===== src/logic/csx_pkg.sv =====
package csx_pkg;
  // ==========================================================
  // widths and field positions
  localparam int INSTR_W     = 14;
  localparam int DATA_W      = 8;
  localparam int PC_W        = 13;
  localparam int ADDR_W      = 7;
  localparam int JUMP_LIT_W  = 11;
  localparam int DEST_BIT    = 7;
  localparam int LATCH_HI    = 4;
  localparam int LATCH_LO    = 3;
  localparam int DIR_COUNT   = 3;
  // ==========================================================
  // opcode masks and patterns
  localparam logic [13:0] MASK_JUMP   = 14'h3800;
  localparam logic [13:0] PAT_JUMP    = 14'h2800;
  localparam logic [13:0] MASK_OP6    = 14'h3f00;
  localparam logic [13:0] PAT_INCSKIP = 14'h0f00;
  localparam logic [13:0] PAT_INC     = 14'h0a00;
  localparam logic [13:0] PAT_ORLIT   = 14'h3800;
  localparam logic [13:0] PAT_XORLIT  = 14'h3a00;
  localparam logic [13:0] PAT_XORREG  = 14'h0600;
  localparam logic [13:0] PAT_SWAP    = 14'h0e00;
  localparam logic [13:0] MASK_DIRLD  = 14'h3ff8;
  localparam logic [13:0] PAT_DIRLD   = 14'h0060;
  // ==========================================================
  // direction registers and reset values
  localparam logic [2:0]  DIR_SEL_MIN = 3'h5;
  localparam logic [7:0]  DIR_RESET   = 8'hff;
  localparam logic [7:0]  ZERO_BYTE   = 8'h00;
  localparam logic [7:0]  ONE_BYTE    = 8'h01;
  localparam int          CYC_LONG    = 2;

  typedef enum logic [0:0] {
    CSX_RUN    = 1'b0,
    CSX_BUBBLE = 1'b1
  } csx_state_t;
endpackage


===== src/logic/csx_exec.sv =====
module csx_exec
  import csx_pkg::*;
(
  input  wire logic                      mclk,
  input  wire logic                      srst,
  input  wire logic                      instrValid,
  input  wire logic [INSTR_W-1:0]        instrWord,
  input  wire logic [DATA_W-1:0]         accIn,
  input  wire logic [DATA_W-1:0]         regRdData,
  input  wire logic                      bankHigh,
  input  wire logic [DATA_W-1:0]         upperLatch,
  output logic                           instrReady,
  output logic                           pcLoad,
  output logic [PC_W-1:0]                pcLoadValue,
  output logic                           discardFetch,
  output logic                           accWrite,
  output logic [DATA_W-1:0]              accWrData,
  output logic                           regWrite,
  output logic [ADDR_W-1:0]              regWrAddr,
  output logic [DATA_W-1:0]              regWrData,
  output logic                           zeroWrite,
  output logic                           zeroValue,
  output logic                           unknownOp,
  output logic [DIR_COUNT*DATA_W-1:0]    dirBits
);
  // ==========================================================
  // state and output flops
  csx_state_t             state_reg;
  csx_state_t             state_next;
  logic                   pcLoad_reg;
  logic [PC_W-1:0]        pcVal_reg;
  logic                   discard_reg;
  logic                   accWr_reg;
  logic [DATA_W-1:0]      accData_reg;
  logic                   regWr_reg;
  logic [ADDR_W-1:0]      regAddr_reg;
  logic [DATA_W-1:0]      regData_reg;
  logic                   zeroWr_reg;
  logic                   zeroVal_reg;
  logic                   unknown_reg;
  logic                   ready_reg;
  logic [DATA_W-1:0]      dir_reg [DIR_COUNT];

  // ==========================================================
  // decode
  wire take        = instrValid && ready_reg;
  wire isJump      = (instrWord & MASK_JUMP) == PAT_JUMP;
  wire isIncSkip   = (instrWord & MASK_OP6) == PAT_INCSKIP;
  wire isInc       = (instrWord & MASK_OP6) == PAT_INC;
  wire isOrLit     = (instrWord & MASK_OP6) == PAT_ORLIT;
  wire isXorLit    = (instrWord & MASK_OP6) == PAT_XORLIT;
  wire isXorReg    = (instrWord & MASK_OP6) == PAT_XORREG;
  wire isSwap      = (instrWord & MASK_OP6) == PAT_SWAP;
  wire isDirLd     = (instrWord & MASK_DIRLD) == PAT_DIRLD;
  wire destReg     = instrWord[DEST_BIT];
  wire [ADDR_W-1:0] fileAddr = instrWord[ADDR_W-1:0];
  wire [DATA_W-1:0] litByte  = instrWord[DATA_W-1:0];
  wire [2:0]        selLow   = instrWord[2:0];
  // selectors below 5 name no direction register and are not executed
  wire dirLdOk     = isDirLd && (selLow >= DIR_SEL_MIN);
  wire fileOp      = isIncSkip || isInc || isXorReg || isSwap;
  wire litOp       = isOrLit || isXorLit;
  wire known       = isJump || fileOp || litOp || dirLdOk;

  // direction registers sit in the upper bank at file addresses 5..7
  wire dirHit      = bankHigh && (fileAddr[ADDR_W-1:3] == 4'h0)
                     && (fileAddr[2:0] >= DIR_SEL_MIN);
  wire [2:0] dirOff3 = selLow - DIR_SEL_MIN;
  wire [1:0] dirIdx  = dirOff3[1:0];
  // index 3 never reaches the operand: dirHit excludes it
  wire [DATA_W-1:0] dirRd = dir_reg[dirIdx];
  wire [DATA_W-1:0] operand = dirHit ? dirRd : regRdData;

  // ==========================================================
  // result selection
  wire [DATA_W-1:0] incSum  = operand + ONE_BYTE;
  wire [DATA_W-1:0] swapped = {operand[3:0], operand[7:4]};
  wire [DATA_W-1:0] xorReg  = accIn ^ operand;
  wire [DATA_W-1:0] orLit   = accIn | litByte;
  wire [DATA_W-1:0] xorLit  = accIn ^ litByte;
  wire [DATA_W-1:0] result  = (isIncSkip || isInc) ? incSum :
                              isSwap               ? swapped :
                              isXorReg             ? xorReg :
                              isOrLit              ? orLit : xorLit;
  wire resultNull  = (result == ZERO_BYTE);
  wire skipNow     = take && isIncSkip && (incSum == ZERO_BYTE);
  wire jumpNow     = take && isJump;
  wire [PC_W-1:0] jumpTarget = {upperLatch[LATCH_HI:LATCH_LO],
                                instrWord[JUMP_LIT_W-1:0]};

  // file ops write the accumulator on dest 0, and on dest 1 the file, or the direction register on a dirHit
  wire accWrNext   = take && ((fileOp && !destReg) || litOp);
  wire fileWrBack  = take && fileOp && destReg;
  wire regWrNext   = fileWrBack && !dirHit;
  wire dirWrEn     = (take && dirLdOk) || (fileWrBack && dirHit);
  wire [1:0] dirWrIdx = dirIdx;
  wire [DATA_W-1:0] dirWrData = isDirLd ? accIn : result;
  // only the increment and the three exclusive/inclusive ops touch the flag
  wire zeroWrNext  = take && (isInc || isXorReg || litOp);

  // ==========================================================
  // sequencing: jumps and taken skips hold one bubble cycle
  always_comb begin
    state_next = state_reg;
    case (state_reg)
      CSX_RUN: begin
        if (jumpNow || skipNow) begin
          state_next = CSX_BUBBLE;
        end
      end
      CSX_BUBBLE: begin
        state_next = CSX_RUN;
      end
      default: begin
        state_next = CSX_RUN;
      end
    endcase
  end

  always_ff @(posedge mclk) begin
    if (srst) begin
      state_reg <= CSX_RUN;
      ready_reg <= 1'b1;
    end else begin
      state_reg <= state_next;
      ready_reg <= (state_next == CSX_RUN);
    end
  end

  always_ff @(posedge mclk) begin
    if (srst) begin
      pcLoad_reg  <= 1'b0;
      pcVal_reg   <= '0;
      discard_reg <= 1'b0;
      unknown_reg <= 1'b0;
    end else begin
      pcLoad_reg  <= jumpNow;
      discard_reg <= skipNow;
      unknown_reg <= take && !known;
      if (jumpNow) begin
        pcVal_reg <= jumpTarget;
      end
    end
  end

  always_ff @(posedge mclk) begin
    if (srst) begin
      accWr_reg   <= 1'b0;
      accData_reg <= '0;
      regWr_reg   <= 1'b0;
      regAddr_reg <= '0;
      regData_reg <= '0;
    end else begin
      accWr_reg <= accWrNext;
      regWr_reg <= regWrNext;
      if (accWrNext) begin
        accData_reg <= result;
      end
      if (regWrNext) begin
        regAddr_reg <= fileAddr;
        regData_reg <= result;
      end
    end
  end

  always_ff @(posedge mclk) begin
    if (srst) begin
      zeroWr_reg  <= 1'b0;
      zeroVal_reg <= 1'b0;
    end else begin
      zeroWr_reg <= zeroWrNext;
      if (zeroWrNext) begin
        zeroVal_reg <= resultNull;
      end
    end
  end

  // ==========================================================
  // direction registers, one flop group per entry
  for (genvar g = 0; g < DIR_COUNT; g++) begin : g_dir
    always_ff @(posedge mclk) begin
      if (srst) begin
        dir_reg[g] <= DIR_RESET;
      end else if (dirWrEn && (dirWrIdx == 2'(g))) begin
        dir_reg[g] <= dirWrData;
      end
    end
    assign dirBits[g*DATA_W +: DATA_W] = dir_reg[g];
  end

  assign instrReady   = ready_reg;
  assign pcLoad       = pcLoad_reg;
  assign pcLoadValue  = pcVal_reg;
  assign discardFetch = discard_reg;
  assign accWrite     = accWr_reg;
  assign accWrData    = accData_reg;
  assign regWrite     = regWr_reg;
  assign regWrAddr    = regAddr_reg;
  assign regWrData    = regData_reg;
  assign zeroWrite    = zeroWr_reg;
  assign zeroValue    = zeroVal_reg;
  assign unknownOp    = unknown_reg;
endmodule


===== config.mk =====
export PLATFORM = sky130hd
export DESIGN_NAME = csx_exec
export DESIGN_NICKNAME = d
export VERILOG_FILES = /design/src/logic/csx_pkg.sv /design/src/logic/csx_exec.sv
export SDC_FILE = /design/constraint.sdc
export NUM_CORES = 1
export LEC_CHECK = 0
export ABC_AREA = 1
export BUFFER_PORTS_ARGS = -buffer_cell sky130_fd_sc_hd__buf_4
export CAP_MARGIN = 20
export CORE_ASPECT_RATIO = 0.6
export CORE_MARGIN = 3
export CORE_UTILIZATION = 42
export CTS_BUF_LIST = sky130_fd_sc_hd__clkbuf_4
export DETAILED_ROUTE_END_ITERATION = 12
export HOLD_SLACK_MARGIN = 0.12
export PLACE_DENSITY = 0.74
export SLEW_MARGIN = 20
export SYNTH_ARGS = -nofsm -noshare
export SYNTH_HDL_FRONTEND = slang
export SYNTH_SLANG_ARGS = --single-unit

===== constraint.sdc =====
create_clock -name mclk -period 3.6 [get_ports mclk]
set_input_delay 0.9 -clock mclk [delete_from_list [all_inputs] [get_ports mclk]]
set_output_delay 0.9 -clock mclk [all_outputs]
set_load 0.03 [all_outputs]

==> results of run 1 <==
per-layer routing:
layer | track usage [%] | routed length, um | vias up
met2 | 35.05 | 5080 | 196
li1 | - | - | 2052
met4 | 5.602 | 156 | 0
met1 | 34.81 | 6082 | 1896
met5 | 0 | 0 | -
met3 | 6.181 | 1294 | 14
worst register-to-register path, delay by kind of cell, from the launching register on:
family | cells | cell delay, ns
flip-flops | 1 | 0.37
adder cells (fa/ha/maj) | 1 | 0.24
buffers and inverters | 3 | 0.18
AND/OR/NAND/NOR | 11 | 1.18
XOR/XNOR | 1 | 0.18
power by group:
part	switching, mW	internal (mW)	total [mW]
Combinational	0.220	0.116	0.336
Sequential	0.00803	0.819	0.827
Clock	0.290	0.347	0.637
Total	0.518	1.28	1.80
metrics by stage:
step | area [um^2] | cells | utilization (%) | power (mW)
after floorplan | 4034 | 561 | - | 1.043
after global placement | 4997 | 794 | 53.99 | 1.170
after detailed placement | 4997 | 794 | 53.99 | 1.175
after CTS | 5179 | 810 | 55.95 | 1.803
after global routing | 5179 | 810 | 55.95 | 1.884
final | 5179 | 810 | 55.95 | 1.800
cells by family after synthesis:
group | count (synthesis) | share of synthesized area (%)
AND/OR/NAND/NOR | 296 | 33.16
buffers and inverters | 93 | 9.429
AO/OA/AOI/OAI | 88 | 12.66
flip-flops | 69 | 40.20
adder cells (fa/ha/maj) | 14 | 4.342
XOR/XNOR | 1 | 0.2172
final timing paths:
kind,from,end,slack [ns],cells after the start
worst max-delay path,instrWord[0],state_reg,0.60,18
worst min-delay path,state_reg,instrReady,0.47,2
worst max register to register,dir_reg[0][1],state_reg,1.40,16
worst min register to register,state_reg,instrReady,0.47,2
cell type report:
class                           count  area share, %
Multi-Input combinational cell    399          39.36
Sequential cell                    69          31.31
Timing Repair Buffer              117          16.96
Inverter                           79          5.726
Tap cell                          130          3.141
Clock inverter                      7          2.199
Clock buffer                        9          1.305
cells in the final DEF, fill, tap and decap left out, types with 14 or more instances in the layout:
master	netlist	layout
a21oi_1	24	24
buf_4	3	117
dfxtp_1	45	45
edfxtp_1	24	24
ha_1	14	14
inv_1	74	74
nand2_1	168	168
nand3_1	51	51
nor2_1	34	34
o211ai_1	15	15
o21ai_0	38	38
==> run metrics, run 1 <==
global-route wire length before repair 20.07 mm; post-synthesis register bit count 69; Synth Net Count around 600; PortBufs 103; clock slew at reported path FFs around 0.12 ns; layout cells sized above 1 about a quarter; slowest stage delay, CP around 0.33 ns; Synth-to-Final Area Change 28.38%; RSZ-0062 raised after global routing no; vias in the first global route a little under 4000; clock latency on the worst-skew pair between 0.4 and 0.5 ns; Synth Cell Area around 4000 um^2; status complete, no violations; area of the multi-input gates 2038 um^2; CTS H-tree depth 3; routed len/inst about 16 um; top-count cell post-synth nand2_1; Fill cells between 900 and 1000; P_leak roughly 2.6 nW; ANT nets after route 0; hold buffers post-CTS 0; starting density of the core between 40% and 50%; I/O pins 110; unique cell type count in the Yosys netlist 35; routability cong. ~0.96; Synth area leader dfxtp_1; DRC 0; worst path bufs/invs 5; TritonCTS Sinks just under 70; Final Max Slew Viols 0; n_diodes 0; grt ovf 0; max_cap viols 0; WHS between 0.4 and 0.5 ns; hpwl dp between 10 and 15 mm; worst setup margin 0.5975 ns; CP max stage cell ha_1; DR vias/cell 5.133; FMAX around 330 MHz; Synth Warn # 0; CP Data Arrival Time 3.39 ns; pre-CTS setup slack around 0.23 ns; PD cells 347.6 nW/um^2; Mapped Avg Cell Area between 7 and 8 um^2; Starting DRT DRC Count about 460; Worst slew margin 69.14%; Area contributors post-synth dfxtp_1, edfxtp_1, nand2_1; Clock Skews ~0.015 ns; Crit. End Element flop; Die Ht approximately 80 um; Top cell by count, worst path nand2_1; Seq/Total Area, Yosys approximately 40%; # rows 27; hold crit path type reg -> reg; drt pass-1 iters 5; Post-CTS Resized 0; Crit Path Class in -> reg; gr usage total between 20% and 30%; total CTS buffers 9; Via Count around 4200; worst slew pin tran around 0.46 ns; CP Data Required Time 3.98 ns; Final min period around 3.0 ns; VDD IR-drop max just under 0.2 mV; Final #Nets 731; Synth top area share 22.33%; CP Launch Type input pin; ys async rst share 0%; max FFs per register 24; Hold Fails Final Rpt 0; clock buffer depth 2; crit share post-route between 80 and 90%; Core Footprint roughly 9300 um^2; Synth Flop Type dfxtp_1; root buffer cell clkbuf_4; initial antenna violation count 0; Syn Inst Count 561; Post-CTS Setup Bufs 0; Routed WL roughly 13 mm; crit-path max FO 13; pin count of the biggest net entering global routing 33; final setup fails 0; cell family with most CP delay simple AND/OR/NAND/NOR gates; FF+latch area approximately 1600 um^2; Die Wd ~130 um; top cells by instance count after synthesis nand2_1, inv_1, nand3_1; Post-synth EDFFs 24; Die ar. 10850 um^2; crit path cell chain buf_4 > inv_2 > ha_1 > inv_2 > nand3_1 > nand2_1 > nand2_1 > nand2_2 > ha_1 > inv_1 > xor2_1 > nor3_1 > nand3_1 > nor2_1 > nand3_1 > nand2_1 > nand2_1 > inv_1; setup TNS 0 ns; CTS tree yes
(Power assumes the default switching activity.)
==> run 2: changes to the inputs <==
Settings changed: ABC_AREA 1 to 0, PLACE_DENSITY 0.74 to 0.77.
Clock period 3.6 ns to 2.7 ns, I/O delays scaled along.
==> run 2 against run 1 <==
  * The flow now finishes with violations (negative setup slack)
  * Clock skew is 0.0066 ns higher
  * Wire length up 18%
  * Setup slack got worse by 1.3 ns
  * Sequential share of layout area decreased by 5.5 points
  * Register-to-register slack worse by 1.5 ns
  * Power is 41% higher
  * Critical endpoint is now zeroValue
  * Largest cell class unchanged
==> run metrics, run 2 <==
status complete, but fails checks (was complete, no violations); violated checks negative setup slack; hold crit path type in -> reg (was reg -> reg); initial antenna violation count 0 (unchanged); RSZ-0062 raised after global routing yes (was no); CP Launch Type input pin (unchanged); PortBufs 103 (unchanged); Final min period ~3.4 ns; TritonCTS Sinks 69 (unchanged); CTS H-tree depth 3 (unchanged); clock buffer depth 2 (unchanged); Hold Fails Final Rpt 0 (unchanged); I/O pins 110 (unchanged); CTS tree yes (unchanged); Synth top area share 23.36% (was 22.33%); Final Core Density 72.13% (was 55.95%); Clock Skews 0.02162 ns (was 0.01507 ns); Crit. End Element flop (unchanged); final setup fails 44 (was 0); vias in the first global route 4348 (was 3881); unique cell type count in the Yosys netlist 58 (was 35); n_diodes 0 (unchanged); ANT nets after route 0 (unchanged); Post-synth EDFFs 24 (unchanged); hpwl dp 10.77 mm (was 10.04 mm); clock slew at reported path FFs 0.13 ns (was 0.12 ns); Crit Path Class in -> reg (unchanged); Syn Inst Count 445 (was 561); Area contributors post-synth dfxtp_1, edfxtp_1, nand2_1 (unchanged); Synth Cell Area 3856 um^2 (was 4034 um^2); Final Max Slew Viols 0 (unchanged); gr usage total 28.76% (was 23.79%); ys async rst share 0% (unchanged); VDD IR-drop max 0.3740 mV (was 0.1969 mV); worst slew pin tran 0.9669 ns (was 0.4581 ns); CP Data Arrival Time 3.75 ns (was 3.39 ns); pin count of the biggest net entering global routing 50 (was 33); Die Ht 80.22 um (was 81.91 um); Via Count 4338 (was 4158); max_cap viols 0 (unchanged); max FFs per register 24 (unchanged); Synth Net Count 501 (was 617); worst setup margin -0.6862 ns (was 0.5975 ns); P_leak 2.642 nW (was 2.571 nW); global-route wire length before repair 22.67 mm (was 20.07 mm); clock latency on the worst-skew pair 0.45 ns (was 0.43 ns); Core Footprint 8718 um^2 (was 9256 um^2); placed insts 725 (was 794); Routed WL 14.83 mm (was 12.61 mm); Final #Nets 706 (was 731); post-synthesis register bit count 69 (unchanged); Synth Flop Type dfxtp_1 (unchanged); crit share post-route 125.4%; Die Wd 129.7 um (was 132.5 um); routability cong. 0.9035 (was 0.9589); crit-path max FO 3 (was 13); total CTS buffers 9 (unchanged); commonest non-fill, non-tap cell in the layout buf_4 (was nand2_1); grt ovf 0 (unchanged); Starting DRT DRC Count 287 (was 462); top-count cell post-synth nand2_1 (unchanged); hold buffers post-CTS 0 (unchanged); Synth Warn # 0 (unchanged); Synth-to-Final Area Change 63.08% (was 28.38%); drt pass-1 iters 7 (was 5); top cells by instance count after synthesis nand2_1, dfxtp_1, nor2_1 (was nand2_1, inv_1, nand3_1); DR vias/cell 5.656 (was 5.133); CP Data Required Time 3.06 ns (was 3.98 ns); routed len/inst 19.34 um (was 15.57 um); commonest cells after routing, fill and taps aside buf_4, nand2_1, dfxtp_1 (was nand2_1, buf_4, inv_1); Synth area leader dfxtp_1 (unchanged); # rows 26 (was 27); starting density of the core 44.23% (was 43.58%); DRC 0 (unchanged); Mapped Avg Cell Area 8.666 um^2 (was 7.190 um^2); root buffer cell clkbuf_4 (unchanged); Seq/Total Area, Yosys 42.05% (was 40.20%); layout cells sized above 1 46.26% (was 24.71%); Worst slew margin 35.30% (was 69.14%); PD cells 403.8 nW/um^2 (was 347.6 nW/um^2); final std cells w/o fill 767 (was 810); Die ar. 10400 um^2 (was 10850 um^2); FMAX 295.3 MHz
[run 2: repair_timing]
action | 4_1_cts | 5_1_grt
pin swaps | 8 | 10
setup buffers | 24 | 5
cloned | 0 | 0
setup endpoints to repair | 44 | 44
resized for setup | 56 | 12
[run 2: routing by layer]
metal | track usage, % | vias up | share of wire (%)
li1 | - | 1978 | -
met3 | 8.372 | 30 | 9.8
met4 | 8.817 | 0 | 2.1
met2 | 44.19 | 242 | 44
met5 | 0 | - | 0
met1 | 39.15 | 2088 | 44
[run 2: final timing paths]
check,start,to,slack (ns),depth (start not counted)
max,instrWord[6],zeroValue,-0.69,14
min,upperLatch[4],pcLoadValue[12],0.45,3
max reg2reg,dir_reg[1][1],zeroValue,-0.10,13
min reg2reg,state_reg,state_reg,0.45,1
[run 2: final cells by class]
type / count / area, um^2
Timing Repair Buffer: 222 / 1874
Multi-Input combinational cell: 327 / 2407
Clock inverter: 5 / 83.83
Inverter: 21 / 78.83
Clock buffer: 11 / 82.58
Tap cell: 112 / 140.1
Sequential cell: 69 / 1622
Fill cell: 649 / 2430
[run 2: critical path, stage by stage]
cell     delay [ns]
buf_6          0.09
or4b_4         0.53
or3_4          0.38
o31a_1         0.28
inv_2          0.09
ha_4           0.16
inv_2          0.05
o31ai_4        0.21
or4b_4         0.49
xnor2_2        0.15
o22ai_2        0.23
buf_12         0.15
nor4b_4        0.04
a31o_1         0.21
[run 2: stage by stage]
stage / power [mW] / hold WS [ns] / setup WS, ns / setup TNS, ns / area (um^2)
2_1_floorplan: 1.381 / 0.4010 / -1.138 / -19.02 / 3960
3_3_place_gp: 1.638 / 0.4105 / -1.148 / -47.78 / 5553
3_5_place_dp: 1.648 / 0.4237 / -1.211 / -49.02 / 5553
4_1_cts: 2.506 / 0.4439 / -0.6322 / -19.59 / 6193
5_1_grt: 2.632 / 0.4614 / -0.7610 / -24.99 / 6289
6_report: 2.539 / 0.4502 / -0.6862 / -22.12 / 6289
[run 2: cells by family after synthesis]
group	Yosys count	share of synthesized area, %
AOI/OAI and AO/OA	93	15.57
xor gates and xnor gates	13	2.953
adders and majority gates	14	4.543
DFF	69	42.05
muxes	29	7.755
and+or+nand+nor	178	22.13
buffers and inverters	49	4.997
[run 2: report_power, final]
group / internal, mW / switching, mW / total (mW)
Sequential: 1.09 / 0.00932 / 1.10
Clock: 0.400 / 0.403 / 0.803
Combinational: 0.308 / 0.332 / 0.639
Total: 1.80 / 0.744 / 2.54
